==> src/svw_pkg.sv <==
// package for the supervisor watchdog and hold logic
package svw_pkg;
    localparam int    CLK_HZ          = 25000000;              // logic timebase
    localparam int    CNT_W           = 32;                    // width of every interval count
    localparam real   WDOG_FIXED_MS   = 280.0;                 // fixed watchdog timeout
    localparam int    WDOG_FIXED_CYC  = 7000000;               // 280 ms at 25 MHz
    localparam real   PULSE_FIXED_MS  = 200.0;                 // fixed reset pulse length
    localparam int    PULSE_FIXED_CYC = 5000000;               // 200 ms at 25 MHz
    localparam int    SUPPLY_GOOD_CYC = 1;                     // unused by the logic
    localparam logic [1:0] RATIO_8    = 2'h0;                  // sel_b,sel_a = 0,0
    localparam logic [1:0] RATIO_16   = 2'h2;                  // sel_b high
    localparam logic [1:0] RATIO_64   = 2'h3;                  // both high
    localparam logic [1:0] RATIO_OFF  = 2'h1;                  // sel_a high, sel_b low

    // pin selections for pulse length and timeout
    typedef enum logic [1:0] {
        SEL_FIXED  = 2'b00,                                    // tied to output
        SEL_ADJ    = 2'b01,                                    // programmed count
        SEL_GROUND = 2'b10                                     // tied to ground
    } svw_sel_t;

    // interval settings travelling together
    typedef struct packed {
        logic [CNT_W-1:0] pulseLen;                            // reset low length
        logic [CNT_W-1:0] slowLimit;                           // longest edge spacing
        logic [CNT_W-1:0] fastLimit;                           // shortest edge spacing
    } svw_limits_t;
endpackage : svw_pkg

==> src/svw_edge_sync.sv <==
// strobe synchroniser and two-edge detector
`timescale 1ns/1ps
module svw_edge_sync (
    input  wire logic clk,      // logic clock
    input  wire logic nrst,     // async reset, low active
    input  wire logic strobeIn, // raw strobe from the processor
    output logic      edgeSeen  // one-cycle pulse on either edge
);
    logic s1Reg;                // first stage, read only by s2Reg
    logic s2Reg;                // second stage
    logic s3Reg;                // delayed copy for edge compare

    // two-flop sync then compare stages two and three
    always_ff @(posedge clk or negedge nrst) begin
        if (!nrst) begin
            s1Reg    <= 1'b0;
            s2Reg    <= 1'b0;
            s3Reg    <= 1'b0;
            edgeSeen <= 1'b0;
        end else begin
            s1Reg    <= strobeIn;
            s2Reg    <= s1Reg;
            s3Reg    <= s2Reg;
            edgeSeen <= s2Reg ^ s3Reg; // rising or falling
        end
    end
endmodule : svw_edge_sync

==> src/svw_hold_ctrl.sv <==
// enable, self-hold and thermal cycling of the regulator output
`timescale 1ns/1ps
module svw_hold_ctrl (
    input  wire logic clk,            // logic clock
    input  wire logic nrst,           // async reset, low active
    input  wire logic onRequest,      // enable input
    input  wire logic holdN,          // self-hold, low holds
    input  wire logic overTemp,       // above upper threshold
    input  wire logic belowLowTemp,   // under lower threshold
    output logic      passOn          // pass element drive
);
    logic requestedReg;               // regulator logically on
    logic thermalOffReg;              // thermal shutdown latched

    // on with enable; stays on while hold low; hold release turns off
    always_ff @(posedge clk or negedge nrst) begin
        if (!nrst) begin
            requestedReg <= 1'b0;
        end else if (onRequest) begin
            requestedReg <= 1'b1;
        end else if (holdN) begin
            requestedReg <= 1'b0;            // hold high: plain switch
        end
    end

    // hysteretic thermal cycling
    always_ff @(posedge clk or negedge nrst) begin
        if (!nrst) begin
            thermalOffReg <= 1'b0;
        end else if (overTemp) begin
            thermalOffReg <= 1'b1;
        end else if (belowLowTemp) begin
            thermalOffReg <= 1'b0;           // back on only below lower point
        end
    end

    // registered drive of the pass element
    always_ff @(posedge clk or negedge nrst) begin
        if (!nrst) begin
            passOn <= 1'b0;
        end else begin
            passOn <= requestedReg & ~thermalOffReg & ~overTemp;
        end
    end
endmodule : svw_hold_ctrl

==> src/svw_supervisor.sv <==
// supervisor top: watchdog, reset pulse generator and register port
//
// The address map and the strobed register port were decided locally.
`timescale 1ns/1ps
// one clock, one async reset; only the strobe
// needs a synchroniser, all else is synchronous
// Notes on behaviour
// - missed strobe edge within timeout asserts reset
// - no strobing gives repeating reset pulse train
// - reset held full length, strobes ignored
// - counter cleared by edge and reset
// - counter idle during reset, resumes after
// - window mode: too fast or slow resets
// - pulse length independent of timeout
// - enable turns on, hold low keeps on
// - hold release switches held output off
// - hold high: enable is plain switch
// - thermal off, on below lower threshold
// - pulse pin: fixed, adjustable, or stuck reset
// - low supply resets, then pulse after recovery
// - watchdog off input low disables watchdog
// - two selects choose ratio 8/16/64
// - sel_a high, sel_b low disables in window mode
module svw_supervisor
    import svw_pkg::*;
#(
    parameter int WDOG_DEF  = WDOG_FIXED_CYC,  // fixed timeout count
    parameter int PULSE_DEF = PULSE_FIXED_CYC  // fixed pulse count
) (
    input  wire logic        clk,          // 25 MHz clock
    input  wire logic        nrst,         // async reset, low active
    input  wire logic        strobeIn,     // watchdog strobe
    input  wire logic        supplyGood,   // output above threshold
    input  wire logic        dogOffN,      // low disables watchdog
    input  wire logic        windowRatioSelA, // ratio select a
    input  wire logic        windowRatioSelB, // ratio select b
    input  wire logic        regulatorOnRequest, // enable input
    input  wire logic        holdN,        // self-hold, low active
    input  wire logic        overTemp,     // above shutdown point
    input  wire logic        belowLowTemp, // below restart point
    input  wire logic [3:0]  regAddr,      // register word address
    input  wire logic [31:0] regWdata,     // write data
    input  wire logic        regWr,        // write strobe
    input  wire logic        regRd,        // read strobe
    output logic      [31:0] regRdata,     // read data, cycle after strobe
    output logic             resetN,       // reset output, low active
    output logic             primarySupplyOutput, // pass element drive
    output logic             irq           // level interrupt
);
    // software view: one word per address, no wait
    // states; unmapped words read zero, drop writes
    // register word addresses
    localparam logic [3:0] A_CTRL   = 4'h0; // [1:0] pulse sel, [3:2] timeout sel, [4] window
    localparam logic [3:0] A_PULSE  = 4'h1; // adjustable pulse length
    localparam logic [3:0] A_SLOW   = 4'h2; // adjustable slow limit
    localparam logic [3:0] A_STAT   = 4'h3; // sticky events, read only
    localparam logic [3:0] A_CLR    = 4'h4; // write one to clear
    localparam logic [3:0] A_IEN    = 4'h5; // interrupt enable
    localparam logic [3:0] A_STATE  = 4'h6; // live state
    // event bits: supply low, fast fault, slow fault
    localparam logic [4:0] CTRL_RST = 5'h00; // fixed settings, simple mode
    localparam int         EV_W     = 3;     // slow, fast, supply events

    // reset generator states; leaving ST_LOW always
    // passes through one full pulse, so reset is
    // never released before the pulse has ended
    typedef enum logic [1:0] {
        ST_RUN   = 2'b00,       // watching the strobe
        ST_PULSE = 2'b01,       // reset held low
        ST_LOW   = 2'b10        // supply low or pin grounded
    } svw_state_t;

    // registers, then terms derived from them
    svw_state_t       stateReg;   // reset generator state
    logic [4:0]       ctrlReg;    // control fields
    logic [CNT_W-1:0] pulseReg;   // programmed pulse count
    logic [CNT_W-1:0] slowReg;    // programmed slow count
    logic [EV_W-1:0]  statReg;    // sticky events
    logic [EV_W-1:0]  ienReg;     // interrupt enables
    logic [CNT_W-1:0] dogCntReg;  // watchdog interval counter
    logic [CNT_W-1:0] rstCntReg;  // reset pulse counter
    logic             edgeSeen;   // strobe edge pulse
    svw_limits_t      lim;        // active limits
    logic             dogOn;      // watchdog enabled
    logic             slowFault;  // timeout expired
    logic             fastFault;  // edge came too early
    logic             stuckLow;   // pulse pin grounded
    logic [EV_W-1:0]  events;     // this cycle's events

    // pick a count from its pin setting
    // the ground setting falls back to the fixed
    // count; its stuck reset is stuckLow's job
    function automatic logic [CNT_W-1:0] pickCount(input logic [1:0] sel,
                                                   input logic [CNT_W-1:0] fixed,
                                                   input logic [CNT_W-1:0] adj);
        pickCount = (sel == SEL_ADJ) ? adj : fixed;
    endfunction : pickCount

    // edges arrive three cycles late; every interval
    // is shifted alike, so lengths are unaffected
    svw_edge_sync u_sync (
        .clk      (clk),
        .nrst     (nrst),
        .strobeIn (strobeIn),
        .edgeSeen (edgeSeen)
    );

    // hold and thermal logic, apart from the watchdog
    svw_hold_ctrl u_hold (
        .clk          (clk),
        .nrst         (nrst),
        .onRequest    (regulatorOnRequest),
        .holdN        (holdN),
        .overTemp     (overTemp),
        .belowLowTemp (belowLowTemp),
        .passOn       (primarySupplyOutput)
    );

    // limits: pulse and timeout chosen separately
    // a shift stands in for a divider, as every
    // ratio is a power of two; a tiny slow limit
    // gives a fast limit of zero, never a fault
    always_comb begin
        lim.pulseLen  = pickCount(ctrlReg[1:0], CNT_W'(PULSE_DEF), pulseReg);
        lim.slowLimit = pickCount(ctrlReg[3:2], CNT_W'(WDOG_DEF), slowReg);
        // fast limit from the ratio selects
        case ({windowRatioSelB, windowRatioSelA})
            RATIO_8:  lim.fastLimit = lim.slowLimit >> 3;
            RATIO_16: lim.fastLimit = lim.slowLimit >> 4;
            RATIO_64: lim.fastLimit = lim.slowLimit >> 6;
            default:  lim.fastLimit = '0;
        endcase
        // simple mode: edges may come at any rate
        if (!ctrlReg[4]) begin
            lim.fastLimit = '0;                            // simple mode has no floor
        end
    end

    // watchdog enable from the off input and window selects
    // slowFault fires one count early so that the
    // registered output falls slowLimit cycles after
    // the counter starts; an edge in that same cycle
    // wins and the expiry is dropped
    assign dogOn     = dogOffN &&
                       !(ctrlReg[4] && {windowRatioSelB, windowRatioSelA} == RATIO_OFF);
    assign slowFault = dogOn && (dogCntReg >= lim.slowLimit - 1);
    assign fastFault = dogOn && edgeSeen && (dogCntReg < lim.fastLimit);
    assign stuckLow  = (ctrlReg[1:0] == SEL_GROUND);
    assign events    = {!supplyGood, fastFault, slowFault && !edgeSeen};

    // reset state machine
    // leaving ST_PULSE restarts the pulse count, so a
    // pulse cut by a supply drop is given in full
    // once the supply has recovered
    always_ff @(posedge clk or negedge nrst) begin
        if (!nrst) begin
            stateReg  <= ST_LOW;
            rstCntReg <= '0;
        end else begin
            case (stateReg)
                ST_RUN: begin
                    // count parked; supply loss outranks a fault
                    rstCntReg <= '0;
                    if (!supplyGood || stuckLow) begin
                        stateReg <= ST_LOW;
                    end else if (events[1] || events[0]) begin
                        stateReg <= ST_PULSE;
                    end
                end
                ST_PULSE: begin
                    // strobe edges are not looked at here
                    // supply drop or grounded pin cuts it short
                    if (!supplyGood || stuckLow) begin
                        stateReg  <= ST_LOW;
                        rstCntReg <= '0;
                    end else if (rstCntReg >= lim.pulseLen - 1) begin
                        stateReg  <= ST_RUN;                 // pulse then high again
                        rstCntReg <= '0;
                    end else begin
                        rstCntReg <= rstCntReg + 1'b1;       // full length
                    end
                end
                ST_LOW: begin
                    // held while supply low or pin grounded
                    rstCntReg <= '0;
                    if (supplyGood && !stuckLow) begin
                        stateReg <= ST_PULSE;                // pulse after recovery
                    end
                end
                default: begin
                    // stray code: recover through a full pulse
                    stateReg  <= ST_LOW;
                    rstCntReg <= '0;
                end
            endcase
        end
    end

    // watchdog interval counter
    // only live in ST_RUN: any reset assertion clears
    // it and keeps it still until the release
    // with the watchdog off it stays at zero, so
    // turning it on starts a full interval
    always_ff @(posedge clk or negedge nrst) begin
        if (!nrst) begin
            dogCntReg <= '0;
        end else if (stateReg != ST_RUN || !dogOn) begin
            dogCntReg <= '0;                   // idle during reset
        end else if (edgeSeen || slowFault) begin
            dogCntReg <= '0;                   // cleared on edge or expiry
        end else begin
            dogCntReg <= dogCntReg + 1'b1;
        end
    end

    // registered reset output
    // fault terms are folded in so reset falls in
    // the cycle of the state change, not after it;
    // limitation: a one-cycle supply dip still
    // costs a full pulse
    always_ff @(posedge clk or negedge nrst) begin
        if (!nrst) begin
            resetN <= 1'b0;
        end else begin
            resetN <= (stateReg == ST_RUN) && supplyGood && !stuckLow &&
                      !events[1] && !events[0];
        end
    end

    // software writes to control and limits
    // a zero count would underflow the compare, so
    // it is stored as one; a new pulse count also
    // applies to a pulse already running
    always_ff @(posedge clk or negedge nrst) begin
        if (!nrst) begin
            ctrlReg  <= CTRL_RST;
            pulseReg <= CNT_W'(PULSE_DEF);
            slowReg  <= CNT_W'(WDOG_DEF);
            ienReg   <= '0;
        end else if (regWr) begin
            // status, clear and state words store nothing
            case (regAddr)
                A_CTRL:  ctrlReg  <= regWdata[4:0];
                A_PULSE: pulseReg <= (regWdata == '0) ? 32'h1 : regWdata;
                A_SLOW:  slowReg  <= (regWdata == '0) ? 32'h1 : regWdata;
                A_IEN:   ienReg   <= regWdata[EV_W-1:0];
                default: ;
            endcase
        end
    end

    // sticky status, set beats clear
    // an event in the cycle of its clear is kept;
    // faults are only logged in ST_RUN, where they
    // start a pulse; the supply bit is renewed
    // every cycle the supply is low
    always_ff @(posedge clk or negedge nrst) begin
        if (!nrst) begin
            statReg <= '0;
        end else begin
            statReg <= (statReg & ~((regWr && regAddr == A_CLR) ?
                        regWdata[EV_W-1:0] : {EV_W{1'b0}})) |
                       (events & {EV_W{stateReg == ST_RUN}}) |
                       {!supplyGood, 2'b00};
        end
    end

    // interrupt level
    // one cycle behind status so irq is a plain
    // flop; an enable written over a set bit
    // raises irq on the following cycle
    always_ff @(posedge clk or negedge nrst) begin
        if (!nrst) begin
            irq <= 1'b0;
        end else begin
            irq <= |(statReg & ienReg);
        end
    end

    // read data, valid only the cycle after a read strobe
    // zero outside the data cycle lets readers share
    // the bus through an or of their data; the clear
    // word reads zero, nothing stands behind it
    always_ff @(posedge clk or negedge nrst) begin
        if (!nrst) begin
            regRdata <= '0;
        end else if (regRd) begin
            case (regAddr)
                A_CTRL:  regRdata <= {27'h0, ctrlReg};
                A_PULSE: regRdata <= pulseReg;
                A_SLOW:  regRdata <= slowReg;
                A_STAT:  regRdata <= {29'h0, statReg};
                A_IEN:   regRdata <= {29'h0, ienReg};
                A_STATE: regRdata <= {28'h0, dogOn, resetN, stateReg};
                default: regRdata <= '0;           // unmapped and clear read zero
            endcase
        end else begin
            regRdata <= '0;
        end
    end
endmodule : svw_supervisor

==> config.mk <==
export PLATFORM = sky130hd
export DESIGN_NAME = svw_supervisor
export DESIGN_NICKNAME = d
export VERILOG_FILES = /design/src/svw_pkg.sv /design/src/svw_edge_sync.sv /design/src/svw_hold_ctrl.sv /design/src/svw_supervisor.sv
export SDC_FILE = /design/constraint.sdc
export NUM_CORES = 1
export LEC_CHECK = 0
export BUFFER_PORTS_ARGS = -buffer_cell sky130_fd_sc_hd__buf_2
export CORE_AREA = 2 2 175 177
export CTS_BUF_LIST = sky130_fd_sc_hd__clkbuf_4 sky130_fd_sc_hd__clkbuf_8
export CTS_CLUSTER_SIZE = 24
export DETAILED_ROUTE_END_ITERATION = 8
export DIE_AREA = 0 0 177 179
export MAX_ROUTING_LAYER = met4
export PLACE_DENSITY = 0.59
export SLEW_MARGIN = 40
export SYNTH_ARGS = -nofsm -noshare
export SYNTH_HDL_FRONTEND = slang
export SYNTH_HIERARCHICAL = 1
export SYNTH_SLANG_ARGS = --single-unit
==> constraint.sdc <==
create_clock -name clk -period 6.4 [get_ports clk]
set_clock_uncertainty 0.1 [all_clocks]
set_input_delay 0.64 -clock clk [delete_from_list [all_inputs] [get_ports clk]]
set_output_delay 0.64 -clock clk [all_outputs]
set_load 0.05 [all_outputs]
==> results.txt, run 1 <==
- For this run, the slowest stage of the critical path takes 0.60 ns.
- After detailed routing, the average wire length per cell comes to 18.0 um.
- Worst VDD drop: 126 uV
- Gates resized during post-CTS repair numbered 0.
- Worst slew margin relative to its limit: roughly 43%
* Cell-by-cell listing of the critical path: or4_4 -> nor4_4 -> nand4_2 -> or4_1 -> or4_4 -> nor3_2 -> a21oi_1 -> ha_1 -> nand4_1 -> inv_1 -> a221oi_1 -> o31ai_1 -> a31oi_1 -> nand3_1 -> buf_4 -> nor2_1
* Most common library cell in the layout ignoring fill and taps: nor2_1
- Post-layout net count: 1483
- Number of global-route vias before repair: between 9k and 10k
* First-pass iteration count of the detailed router: 5
* Count of state elements after synthesis: around 180
- Buffer type at the clock tree root: clkbuf_8
- For the worst setup path, the data required time is between 6 and 7 ns.
- For this run, the share of the core covered by cells in the final layout is approximately 43%.
- From left edge to right edge, the die measures 177 um.
* Final number of setup-violating endpoints: 0
- The critical path is of the reg2reg type.
* Source-to-sink clock delay at the later pin of the worst-skew pair: 0.49 ns
- Type of element capturing the critical path: flop
- Across all hold checks on the routed design, the worst slack comes to 0.0103 ns.
* Share of synthesized area occupied by flip-flops and latches: 38.7%
- Row generation in the floorplan step produced 64 rows.
- H-tree levels: 4
- Counting the buffers created by CTS gives 17.
- Summed over all nets, the half-perimeter wirelength after detailed placement is approximately 24000 um.
- Clock Path Buffers: 2
* Top-area cell type share of the netlist area: 34.0%
- From synthesis to final layout, the design area changed by 10.3%.
- # clock sinks: 182
- Global routing used between 20% and 30% of the available tracks across all layers.
- Pin count of the biggest net entering global routing: 72
- Dividing the synthesized area by the synthesized cell count gives slightly above 9 um2.
- Mapped Area: 0.0118 mm2
- Post-synth EDFFs: 0
- Core ar.: 0.0300 mm2
* Die boundary height: 179 um
- The initial utilization of the core area, before any placement, comes to just under 40%.
- Along the worst path, the maximum fanout reaches 32.
- Count of warnings emitted by yosys: 6
- Slowest CP cell: or4_1
- The final route contains about 9.7k vias.
- Pins Over Slew Limit: 0
- At the worst endpoint, the arrival time is 5.30 ns.
- Summed over all layers, the global routing overflow is 0.
- STA classifies the critical path startpoint as a flop.
* Wire length of the first global-routing pass: 50300 um
- Fill cell total of the finished layout: 2965
- Portion of the clock cycle consumed by the worst path in the final layout: 77.9%
- Summed over all failing endpoints, the final setup total negative slack is 0 ns.
* Fraction of final layout cells sized beyond drive strength 1: around 18%
- After clock tree synthesis, the clock-pin slew on the worst setup and hold paths is 0.13 ns.
- Synthesized netlist net count: ~1.4k
- Run status: complete, no violations
* Number of different library cells in the post-synthesis netlist: 66
- Power per standard cell area: roughly 240 mW/mm2
- # hold bufs at CTS: 0
- The most numerous cell type found on the critical path is or4_4.
- Post-synthesis cell count: 1290
- Counting I/O delays and the setup requirement, the final critical path takes ~5.0 ns.
- In this run the tool buffered the top-level ports with just over 80 buffer cells.
- Placer Congestion: slightly below 0.9
- TritonCTS built the clock tree.
* Post-route DRC violation count: 0
- Most used flip-flop cell after synthesis: dfrtp_1
- Across the run, the number of max-cap violations was 0.
- The min-delay analysis places its worst path in the category in2async.
- For this run, the top clock speed supported by timing is 201 MHz.
- Floorplan die area: 0.0317 mm2
- Antenna viol nets, final: 0
* Slew at the pin closest to its max-slew limit: 0.852 ns
- By area the synthesized netlist is led by dfrtp_1, ha_1, mux2_2.
- The detailed router finished its first iteration with 797 violations.
- Via-to-Cell Ratio: 5.52
* Proportion of register bits with asynchronous set or reset after synthesis: 100%
- The count of endpoints failing hold in the final timing report came to 0.
- The number of antenna violations at the first check in global routing was 1.
- Summed over all cells, the static leakage comes to 5.74 nW.
- Setup bufs post-CTS: 0
- Post-synthesis cell type with the largest combined area: dfrtp_1
- Setup repair after global routing left no endpoint under its margin.
- I/O pin count: between 80 and 90
- Most frequent cells in the layout: nor2_1, dfrtp_1, nand2_1, ha_1, buf_2
* Routed wire length: around 31000 um
==> area by class of cell <==
type	count	area [um2]	share of cell area [%]
flip-flops and latches	182	4580	35.1
clock buffers	17	234	1.79
multi-input cells	1015	6920	53.0
well taps	396	495	3.80
diodes	1	2.50	0.0192
repair buffers	95	518	3.97
inverters	28	105	0.805
clock inverters	15	200	1.53
==> state kept, by name, summed over array words and instances, names as in the netlist <==
| name | flops |
|---|---|
| irq | 1 |
| stateReg | 2 |
| rstCntReg | 32 |
| u_hold/requestedReg | 1 |
| ienReg | 3 |
| u_hold/passOn | 1 |
| u_hold/thermalOffReg | 1 |
| u_sync/s1Reg | 1 |
| resetN | 1 |
| u_sync/s2Reg | 1 |
| slowReg | 32 |
| pulseReg | 32 |
| dogCntReg | 32 |
| ctrlReg | 5 |
| u_sync/edgeSeen | 1 |
| statReg | 3 |
| regRdata | 32 |
| u_sync/s3Reg | 1 |
==> critical path, delay by kind of cell, from the launching register on <==
kind                     cells  cell delay, ns
AND/OR/NAND/NOR              9            2.91
AO/OA/AOI/OAI                4            0.82
flip-flops                   1            0.46
adder cells (fa/ha/maj)      1            0.29
buffers and inverters        2            0.34
==> per-layer routing <==
layer	global-route usage (%)	wire length (um)	up-vias
li1	-	-	4695
met5	-	0	-
met1	28.6	14900	4726
met2	32.5	14800	204
met4	5.44	621	0
met3	3.20	1200	38
==> power by group <==
part / internal [mW] / total [mW] / switching, mW / leakage [nW]
Combinational: 0.317 / 0.733 / 0.416 / 3.17
Sequential: 1.29 / 1.53 / 0.232 / 2.35
Clock: 0.341 / 0.854 / 0.513 / 0.217
==> final timing paths <==
path / start / to / slack (ns) / depth (start not counted)
worst max-delay path: slowReg[2] / dogCntReg[24] / 1.41 / 16
worst min-delay path: nrst / dogCntReg[3] / 0.01 / 1
worst max register to register: slowReg[2] / dogCntReg[24] / 1.41 / 16
worst min register to register: u_sync/s1Reg / u_sync/s2Reg / 0.26 / 0
max in group asynchronous: nrst / rstCntReg[19] / 5.01 / 2
min in group clk: strobeIn / u_sync/s1Reg / 0.15 / 1
==> kinds of logic (layout without fill, tap and decap cells) <==
family	Yosys count	in the layout	share of synthesized area (%)
AOI/OAI and AO/OA	198	198	10.8
xor gates and xnor gates	105	105	7.77
adders and majority gates	95	95	10.0
buffers and inverters	93	155	2.97
DFF	182	182	38.7
muxes	86	86	8.06
other	0	1	0
and+or+nand+nor	531	531	21.6
==> synthesized netlist by cell type, types with 3 or more instances <==
library cell,count
mux2i_1,12
o21ai_0,49
xnor2_1,43
inv_1,27
o22ai_1,7
nand3_1,39
nor4b_1,3
nand2_1,127
nor2_1,191
a221oi_1,5
nor3b_1,8
a211oi_1,3
nand2b_1,7
o221ai_1,4
dfrtp_1,161
nor2b_1,8
dfstp_2,21
a21oi_1,46
mux2_2,74
and3_1,15
a22oi_1,34
a31oi_1,7
ha_1,95
a222oi_1,3
nand4_1,25
o31ai_1,5
and2_1,7
or2_2,4
or3_1,15
xor2_1,62
buf_1,18
and4_1,10
a21o_1,11
nor4_1,19
clkbuf_1,45
a22o_1,5
or4_1,5
nor3_1,31
==> metrics by stage <==
| step | instance area (um2) | power [mW] | cells | setup WS (ns) |
|---|---|---|---|---|
| floorplan | 11800 | 2.01 | 1290 | 2.10 |
| global route | 13100 | 3.29 | 1749 | 1.03 |
| detailed placement | 12600 | 2.27 | 1716 | 1.52 |
| CTS | 13000 | 3.13 | 1748 | 1.46 |
| global placement | 12600 | 2.25 | 1716 | 1.55 |
| finish | 13100 | 3.11 | 1749 | 1.41 |
Power figures use the tool's default switching activity.
==> inputs of run 2 (changes only) <==
ABC_AREA = 1   (was not set)
CORE_AREA = 2 2 179 181   (was 2 2 175 177)
DIE_AREA = 0 0 181 183   (was 0 0 177 179)
clock period = 4.8 ns   (was 6.4 ns; I/O delays follow)
==> run 2 against run 1 <==
Combinational power grew 36%. Clock power rose by 19%. Critical path depth increased by 5. Count of clock-buffer cells in the layout up 2. Power up 25%. Routed wire length is 9.4% higher. First-iteration DRC count shrank 3.0%. Setup slack got worse by 1.1 ns. Largest power group unchanged.
==> results.txt, run 2 <==
- Mapped Area: 0.0123 mm2 (was 0.0118 mm2)
- Slowest CP cell: dfrtp_1 (was or4_1)
* Crit-path leading delay family: simple AND/OR/NAND/NOR gates (unchanged)
* 1st-iter DRT viols: 773 (was 797)
- The power per standard cell area is 287 mW/mm2 (was 239 mW/mm2).
- Cell-by-cell listing of the critical path: inv_2 -> nand2_8 -> nor2_2 -> nand3_1 -> nor3_2 -> nand3_2 -> inv_1 -> nand2_1 -> nor2_1 -> nand3_1 -> nor3_2 -> xnor2_1 -> ha_1 -> nand4_1 -> nor4_4 -> nand4_1 -> nand4_1 -> nand3_1 -> nand3_2 -> nand3_1 -> nand2_1 (was or4_4 -> nor4_4 -> nand4_2 -> or4_1 -> or4_4 -> nor3_2 -> a21oi_1 -> ha_1 -> nand4_1 -> inv_1 -> a221oi_1 -> o31ai_1 -> a31oi_1 -> nand3_1 -> buf_4 -> nor2_1).
- The placeable core region is 0.0312 mm2 (was 0.0300 mm2).
- Most frequent cells in the layout: nand2_1, nor2_1, inv_1, dfrtp_1, o21ai_0 (was nor2_1, dfrtp_1, nand2_1, ha_1, buf_2).
* # clock sinks: 182 (unchanged)
- The count of H-tree levels built during CTS is 4 (unchanged).
- Final core occ: 43.6% (was 43.5%)
- The number of antenna violations at the first check in global routing came to 0 (was 1).
* CP Class: reg2reg (unchanged)
- Antenna viol nets, final: 0 (unchanged)
- The net total in the final layout is 1854 (was 1483).
* Final number of setup-violating endpoints: 0 (unchanged)
- The worst-case clock buffer depth is 2 (unchanged).
* Minimum clock period after layout: 4.48 ns (was 4.99 ns)
- The total global routing track utilization came to 22.0% (was 20.9%).
- Placer Congestion: 0.938 (was 0.874)
- Clock transition at path regs: 0.11 ns (was 0.13 ns)
* RSZ-0062 raised after global routing: false (unchanged)
* Hold/Removal Path Class: in2reg (was in2async)
- DP Cell Count: 2090 (was 1716)
* Xor-xnor portion of the synthesized cell area: 6.14% (was 7.77%)
* Top-count cell post-synth: nand2_1 (was nor2_1)
* Leading post-synthesis cells by instance count: nand2_1, nor2_1, inv_1 (was nor2_1, dfrtp_1, nand2_1)
* Worst slew margin relative to its limit: 47.7% (was 43.2%)
- Wire length of the first global-routing pass: 56400 um (was 50300 um)
- Number of buffer and inverter instances along the worst setup path: 2 (unchanged)
- The die boundary height came to 183 um (was 179 um).
* Fraction of power consumed by combinational cells: 25.7% (was 23.5%)
- First-pass iteration count of the detailed router: 5 (unchanged)
* Synthesized netlist net count: 1774 (was 1434)
* Final cell count without fillers: 2125 (was 1749)
* Maximum fanout count along the critical path: 45 (was 32)
* Number of standard-cell rows in the floorplan: 65 (was 64)
- The kind of capture point of the worst setup path was a flop (unchanged).
- The detail-routed net length per standard cell is 16.2 um (was 18.0 um).
- The share of synthesized cell area in full adder, half adder and majority cells came to 9.70% (was 10.0%).
* Pin count of the biggest net entering global routing: 99 (was 72)
- Maxcap violations: 0 (unchanged)
* Width of the die: 181 um (was 177 um)
* Post-synth EDFFs: 0 (unchanged)
- Num CTS Buffers: 17 (unchanged)
- Startpoint type of the worst setup path: flop (unchanged)
* Most used flip-flop cell after synthesis: dfrtp_1 (unchanged)
* Combinational family with the most area after synthesis: simple AND/OR/NAND/NOR gates (unchanged)
- The simple-gate share of the synthesized area came to 28.3% (was 21.6%).
* Buffer type at the clock tree root: clkbuf_8 (unchanged)
* Count of state elements after synthesis: 182 (unchanged)
- The worst reg2reg path depth is 21 (was 16).
- Critical register-to-register path endpoint: stateReg[0] (was dogCntReg[24])
* Portion of the clock cycle consumed by the worst path in the final layout: 93.4% (was 77.9%)
* Internal power: 2.42 mW (was 1.95 mW)
- The worst hold path terminates at u_hold/requestedReg.
* Req. time, crit path: 5.13 ns (was 6.71 ns)
* Switching portion of total power: 38.0% (was 37.3%)
* Area Overhead vs Synth: 11.0% (was 10.3%)
* Fraction of the mapped netlist area in compound gates: 11.2% (was 10.8%)
- The cell repeated most along the worst path was nand3_1 (was or4_4).
* Number of different library cells in the post-synthesis netlist: 53 (was 66)
- The detailed-placement wirelength estimate is 26700 um (was 23500 um).
* Synth top area cells: dfrtp_1, nand2_1, ha_1 (was dfrtp_1, ha_1, mux2_2)
* Maximum operating frequency: 223 MHz (was 201 MHz)
- The startpoint identified for the worst hold timing path is regulatorOnRequest.
* Final number of hold-violating endpoints: 0 (unchanged)
- Share of synthesized area occupied by flip-flops and latches: 37.4% (was 38.7%)
- Clock network fraction of design power: 26.2% (was 27.4%)
- Origin of the critical flop-to-flop path: ctrlReg[3] (was slowReg[2])
* Via Count: 11.0k (was 9663)
- Setup bufs post-CTS: 0 (unchanged)
* Multiplexer share of the synthesized area: 0.0817% (was 8.06%)
* Most common library cell in the layout ignoring fill and taps: nand2_1 (was nor2_1)
- The wire length reported by the detailed router came to 34400 um (was 31500 um).
- The count of pins over their slew limit was 0 (unchanged).
- The largest incremental delay on the critical path came to 0.45 ns (was 0.60 ns).
- Via-to-Cell Ratio: 5.18 (was 5.52)
- Synthesized area per cell: 7.52 um2 (was 9.17 um2)
- Slew at the pin closest to its max-slew limit: 0.783 ns (was 0.852 ns)
- Total grt overflow: 0 (unchanged)
* Port-buffer cells: 83 (unchanged)
* Fill cell total of the finished layout: 3271 (was 2965)
- The peak ir drop on the vdd network came to 232 uV (was 126 uV).
* Static leakage: 6.29 nW (was 5.74 nW)
* Source-to-sink clock delay at the later pin of the worst-skew pair: 0.50 ns (was 0.49 ns)
- The part of the total power dissipated in sequential elements is 48.1% (was 49.0%).
- The total inserted antenna cells was 0 (was 1).
- The TritonCTS clock tree was built (unchanged).
- The worst hold path was traced through 3 stages.
* Effective utilization at floorplan: 39.3% (was 39.4%)
- Run status: complete, no violations (unchanged).
- The share of final-layout standard cells stronger than drive strength 1 was 12.1% (was 17.6%).
* Top-area cell type share of the netlist area: 32.9% (was 34.0%)
- Post-synthesis cell type with the largest combined area: dfrtp_1 (unchanged)
- Number of global-route vias before repair: 10.8k (was 9262)
- The DRC violation count after routing was 0 (unchanged).
- The arrival time at the worst endpoint was 4.81 ns (was 5.30 ns).
- Setup slack of the worst register-to-register path: 0.32 ns (was 1.41 ns)
- The floorplan die area was 0.0331 mm2 (was 0.0317 mm2).
- Post-synthesis cell count: 1630 (was 1290)
- The number of warning messages in the yosys log was 6 (unchanged).
* Net switching power of the design: 1.48 mW (was 1.16 mW)
- The count of pins on the block boundary came to 84 (unchanged).
* Proportion of register bits with asynchronous set or reset after synthesis: 100% (unchanged)
-- run 2: cell type report --
type | instances | area, um2 | share of cell area, %
clock buffer | 19 | 249 | 1.83
clock inverter | 13 | 116 | 0.855
inverter | 191 | 717 | 5.27
multi-input combinational | 1215 | 6840 | 50.3
sequential | 182 | 4580 | 33.7
tap | 402 | 503 | 3.70
timing repair buffer | 103 | 601 | 4.42
-- run 2: timing repair --
item / 4_1_cts / 5_1_grt
hold endpoints to repair: 39 / 0
setup endpoints to repair: 2 / 39
hold buffers: 2 / 0
pin swaps: 0 / 0
resized for setup: 1 / 5
gates cloned: 0 / 0
-- run 2: worst min-delay path: stages --
cell and delay (ns):
buf_2 0.07, inv_1 0.03, nand2_1 0.05
-- run 2: per-layer routing --
metal | part of all wire [%] | up-vias | wire length [um] | GRT usage, %
li1 | - | 5525 | - | -
met4 | 2.1 | 0 | 718 | 6.15
met3 | 4.3 | 49 | 1480 | 3.42
met2 | 47 | 245 | 16200 | 35.8
met1 | 47 | 5187 | 16000 | 28.7
met5 | 0 | - | 0 | -
-- run 2: kinds of logic after synthesis --
kind of cell	Yosys count
AND/OR/NAND/NOR	784
AO/OA/AOI/OAI	249
buffers and inverters	233
flip-flops	182
adder cells (fa/ha/maj)	95
XOR/XNOR	86
multiplexers	1
-- run 2: how the worst max path moves through the flow --
| stage | depth (start not counted) | to | startpoint |
|---|---|---|---|
| 6_report | 21 | stateReg[0] | ctrlReg[3] |
| 5_1_grt | 26 | rstCntReg[3] | ctrlReg[1] |
| 4_1_cts | 22 | stateReg[0] | ctrlReg[3] |
| 3_5_place_dp | 22 | stateReg[0] | ctrlReg[3] |
| 3_3_place_gp | 22 | stateReg[0] | ctrlReg[3] |
| 2_1_floorplan | 28 | stateReg[0] | ctrlReg[0] |
-- run 2: through the flow --
stage	TNS [ns]	instance area [um2]	worst slack (ns)	power [mW]	hold slack [ns]
floorplan	0	12300	0.847	2.55	0.0844
global placement	0	13200	0.00730	2.86	0.233
global route	0	13600	0.0255	4.15	0.0269
detailed placement	-0.0496	13200	-0.0496	2.88	0.237
finish	0	13600	0.319	3.90	0.0538
CTS	0	13500	0.106	3.92	0.0206
-- run 2: power groups by stage --
stage	clock, mW	sequential (mW)	combinational (mW)
after floorplan	0	1.90	0.650
after global placement	0	1.89	0.972
after detailed placement	0	1.90	0.988
after CTS	1.06	1.87	0.994
after global routing	1.11	1.90	1.14
final	1.02	1.87	1.00
==> inputs of run 3 (changes only) <==
PLACE_DENSITY = not set   (was 0.59)
==> run 3 against run 2 <==
Critical path depth unchanged. Non-clock buffer count decreased by 5. Via count increased by 1.1%. Sequential power about the same. Combinational power about the same. Final area decreased by 0.23%. Sequential share of layout area increased by 0.078 points. Routed wire length increased by 0.19%. Largest cell class unchanged.
==> results.txt, run 3 (same netlist as run 2, synthesis figures left out) <==
* Global-route met3 utilization: 3.71% (was 3.42%)
- The global-route wire length before repair is 56000 um (was 56400 um).
* RSZ-0062 raised after global routing: false (unchanged)
- The clock period minus final worst setup slack came to 4.45 ns (was 4.48 ns).
- Switching portion of total power: 38.3% (was 38.0%)
* Number of standard-cell rows in the floorplan: 65 (unchanged)
- Setup bufs post-CTS: 0 (unchanged)
* Maxcap violations: 0 (unchanged)
* Average detailed-routed wire length per instance: 16.3 um (was 16.2 um)
- Net switching power of the design: 1.49 mW (was 1.48 mW)
- The total global routing track utilization was 22.1% (was 22.0%).
- The kind of capture point of the worst setup path is a flop (unchanged).
- The power per standard cell area came to 287 mW/mm2 (about the same).
- The arrival time at the worst endpoint came to 4.79 ns (was 4.81 ns).
- Worst reg-to-reg path cell count: 21 (unchanged)
- The worst slack after detailed placement is 0.00854 ns (was -0.0496 ns).
- The reg-to-reg setup timing slack is 0.35 ns (was 0.32 ns).
* Critical register-to-register path endpoint: stateReg[0] (unchanged)
* 1st-iter DRT viols: 906 (was 773)
- The TritonCTS clock tree is built (unchanged).
* Placer Congestion: 0.951 (was 0.938)
- Area Overhead vs Synth: 10.7% (was 11.0%)
- I/O pin count: 84 (unchanged)
- Maximum operating frequency: 225 MHz (was 223 MHz)
- Effective utilization at floorplan: 39.3% (unchanged)
- Fraction of final layout cells sized beyond drive strength 1: 11.8% (was 12.1%)
- Static leakage: 6.27 nW (was 6.29 nW)
* Antenna viol nets, final: 0 (unchanged)
* Seq. cell area: 0.00458 mm2 (unchanged)
- Post-route DRC violation count: 0 (unchanged)
* Width of the die: 181 um (unchanged)
* Via Count: 11.1k (was 11.0k)
* Most frequent cells in the layout: nand2_1, nor2_1, inv_1, dfrtp_1, o21ai_0 (unchanged)
- The launching element type of the critical path is a flop (unchanged).
- Fraction of power consumed by combinational cells: 25.6% (was 25.7%)
- Number of global-route vias before repair: 10.8k (about the same)
* Core ar.: 0.0312 mm2 (unchanged)
- Num CTS Buffers: 17 (unchanged)
- The sum of negative setup slack came to 0 ns (unchanged).
- The total inserted antenna cells came to 0 (unchanged).
* Met2 routing resource usage after global routing: 34.9% (was 35.8%)
* Register share of total power: 48.2% (was 48.1%)
* Area occupied by multi-input gates: 0.00683 mm2 (was 0.00684 mm2)
- The global-route congestion overflow total is 0 (unchanged).
- Origin of the critical flop-to-flop path: ctrlReg[3] (unchanged)
- Hold/Removal Path Class: in2reg (unchanged)
- Floorplan die area: 0.0331 mm2 (unchanged)
- Post-layout net count: 1849 (was 1854)
- The met1 capacity usage during global routing is 28.6% (was 28.7%).
* Buffer type at the clock tree root: clkbuf_8 (unchanged)
- Final setup slack of the worst path: 0.349 ns (was 0.319 ns)
- Total half-perimeter wirelength after legalization and detailed placement: 27000 um (was 26700 um)
* Pins Over Slew Limit: 0 (unchanged)
* Most common library cell in the layout ignoring fill and taps: nand2_1 (unchanged)
- The number of antenna violations at the first check in global routing came to 2 (was 0).
- # clock sinks: 182 (unchanged)
- Cell area after placement: 0.0131 mm2 (was 0.0132 mm2)
- The pin count of the biggest net entering global routing is 108 (was 99).
- Req. time, crit path: 5.14 ns (was 5.13 ns)
- Routed wire length: 34500 um (was 34400 um)
- Design area: 0.0136 mm2 (about the same)
* DP Cell Count: 2085 (was 2090)
- Source-to-sink clock delay at the later pin of the worst-skew pair: 0.50 ns (about the same)
- The clock transition time at the flip-flop clock pins of the worst setup and hold paths was 0.10 ns (was 0.11 ns).
- The total internal power is 2.40 mW (was 2.42 mW).
* Die boundary height: 183 um (unchanged)
* Slew at the pin closest to its max-slew limit: 0.609 ns (was 0.783 ns)
- The capture point of the worst path is stateReg[0] (unchanged).
* First-pass iteration count of the detailed router: 7 (was 5)
* Worst VDD drop: 318 uV (was 232 uV)
- Beginning of the critical path: ctrlReg[3] (unchanged)
- The number of fillers in the final layout came to 3247 (was 3271).
- The worst-case clock buffer depth was 2 (unchanged).
- CP Class: reg2reg (unchanged)
- The count of H-tree levels built during CTS is 4 (unchanged).
* Layer carrying the most global-route usage: met2 (unchanged)
- The post-route clock period utilization is 92.7% (was 93.4%).
- The headroom to the max-slew limit came to 59.3% (was 47.7%).
- The count of endpoints failing hold in the final timing report was 0 (unchanged).
- The ratio of routed vias to standard cells is 5.25 (was 5.18).
- The number of port buffers came to 83 (unchanged).
* Final cell count without fillers: 2120 (was 2125)
* Run status: complete, no violations (unchanged)
* Final number of setup-violating endpoints: 0 (unchanged)
- The clock power share is 26.2% (about the same).
- Maximum fanout count along the critical path: 45 (unchanged)
- The worst hold slack is 0.0556 ns (was 0.0538 ns).
==> run 3: worst max-delay path, stage by stage, from the launching register on <==
cell and delay [ns]:
dfrtp_1 0.44, inv_2 0.15, nand2_8 0.18, nor2_2 0.23, nand3_1 0.13, nor3_2 0.18, nand3_2 0.14, inv_1 0.12
nand2_1 0.08, nor2_1 0.23, nand3_1 0.25, nor3_2 0.19, xnor2_1 0.11, ha_1 0.34, nand4_1 0.14, nor4_2 0.41
nand4_1 0.21, nand4_1 0.16, nand3_1 0.21, nand3_2 0.23, nand3_1 0.09, nand2_1 0.06
==> run 3: layout make-up <==
| class | count | share of cell area [%] |
|---|---|---|
| inverters | 191 | 5.28 |
| clock buffers | 17 | 1.72 |
| repair buffers | 98 | 4.20 |
| clock inverters | 15 | 1.02 |
| flip-flops and latches | 182 | 33.8 |
| well taps | 402 | 3.71 |
| multi-input cells | 1215 | 50.3 |
==> run 3: metal layers <==
| layer | share of wire (%) | vias up |
|---|---|---|
| met4 | 3.1 | 0 |
| met2 | 46 | 310 |
| met5 | 0 | - |
| li1 | - | 5521 |
| met3 | 5.2 | 75 |
| met1 | 46 | 5218 |
==> run 3: power by group through the flow <==
| stage | logic, mW | clock network, mW | registers, mW |
|---|---|---|---|
| final | 0.996 | 1.02 | 1.88 |
| after CTS | 0.993 | 1.05 | 1.87 |
| after detailed placement | 0.987 | 0 | 1.90 |
| after global placement | 0.965 | 0 | 1.90 |
| after floorplan | 0.650 | 0 | 1.90 |
| after global routing | 1.13 | 1.11 | 1.90 |
==> run 3: what timing repair did <==
action,in CTS,in global routing
hold buffers,2,0
endpoints found under the hold margin,85,0
setup endpoints to repair,1,38
resized for setup,1,4
gates cloned,0,0
==> run 3: how the worst min path moves through the flow <==
| stage | start | end | slack (ns) | cells after the start |
|---|---|---|---|---|
| 5_1_grt | regulatorOnRequest | u_hold/requestedReg | 0.05 | 3 |
| 6_report | regulatorOnRequest | u_hold/requestedReg | 0.06 | 3 |
| 3_3_place_gp | u_sync/s1Reg | u_sync/s2Reg | 0.23 | 0 |
| 4_1_cts | regulatorOnRequest | u_hold/requestedReg | 0.02 | 3 |
| 3_5_place_dp | u_sync/s1Reg | u_sync/s2Reg | 0.25 | 0 |
| 2_1_floorplan | nrst | ctrlReg[0] | 0.08 | 0 |
==> run 3: metrics by stage <==
step / total power [mW] / utilization (%)
2_1_floorplan: 2.55 / -
3_3_place_gp: 2.86 / 42.0
3_5_place_dp: 2.88 / 42.0
4_1_cts: 3.92 / 43.3
5_1_grt: 4.14 / 43.5
6_report: 3.89 / 43.5
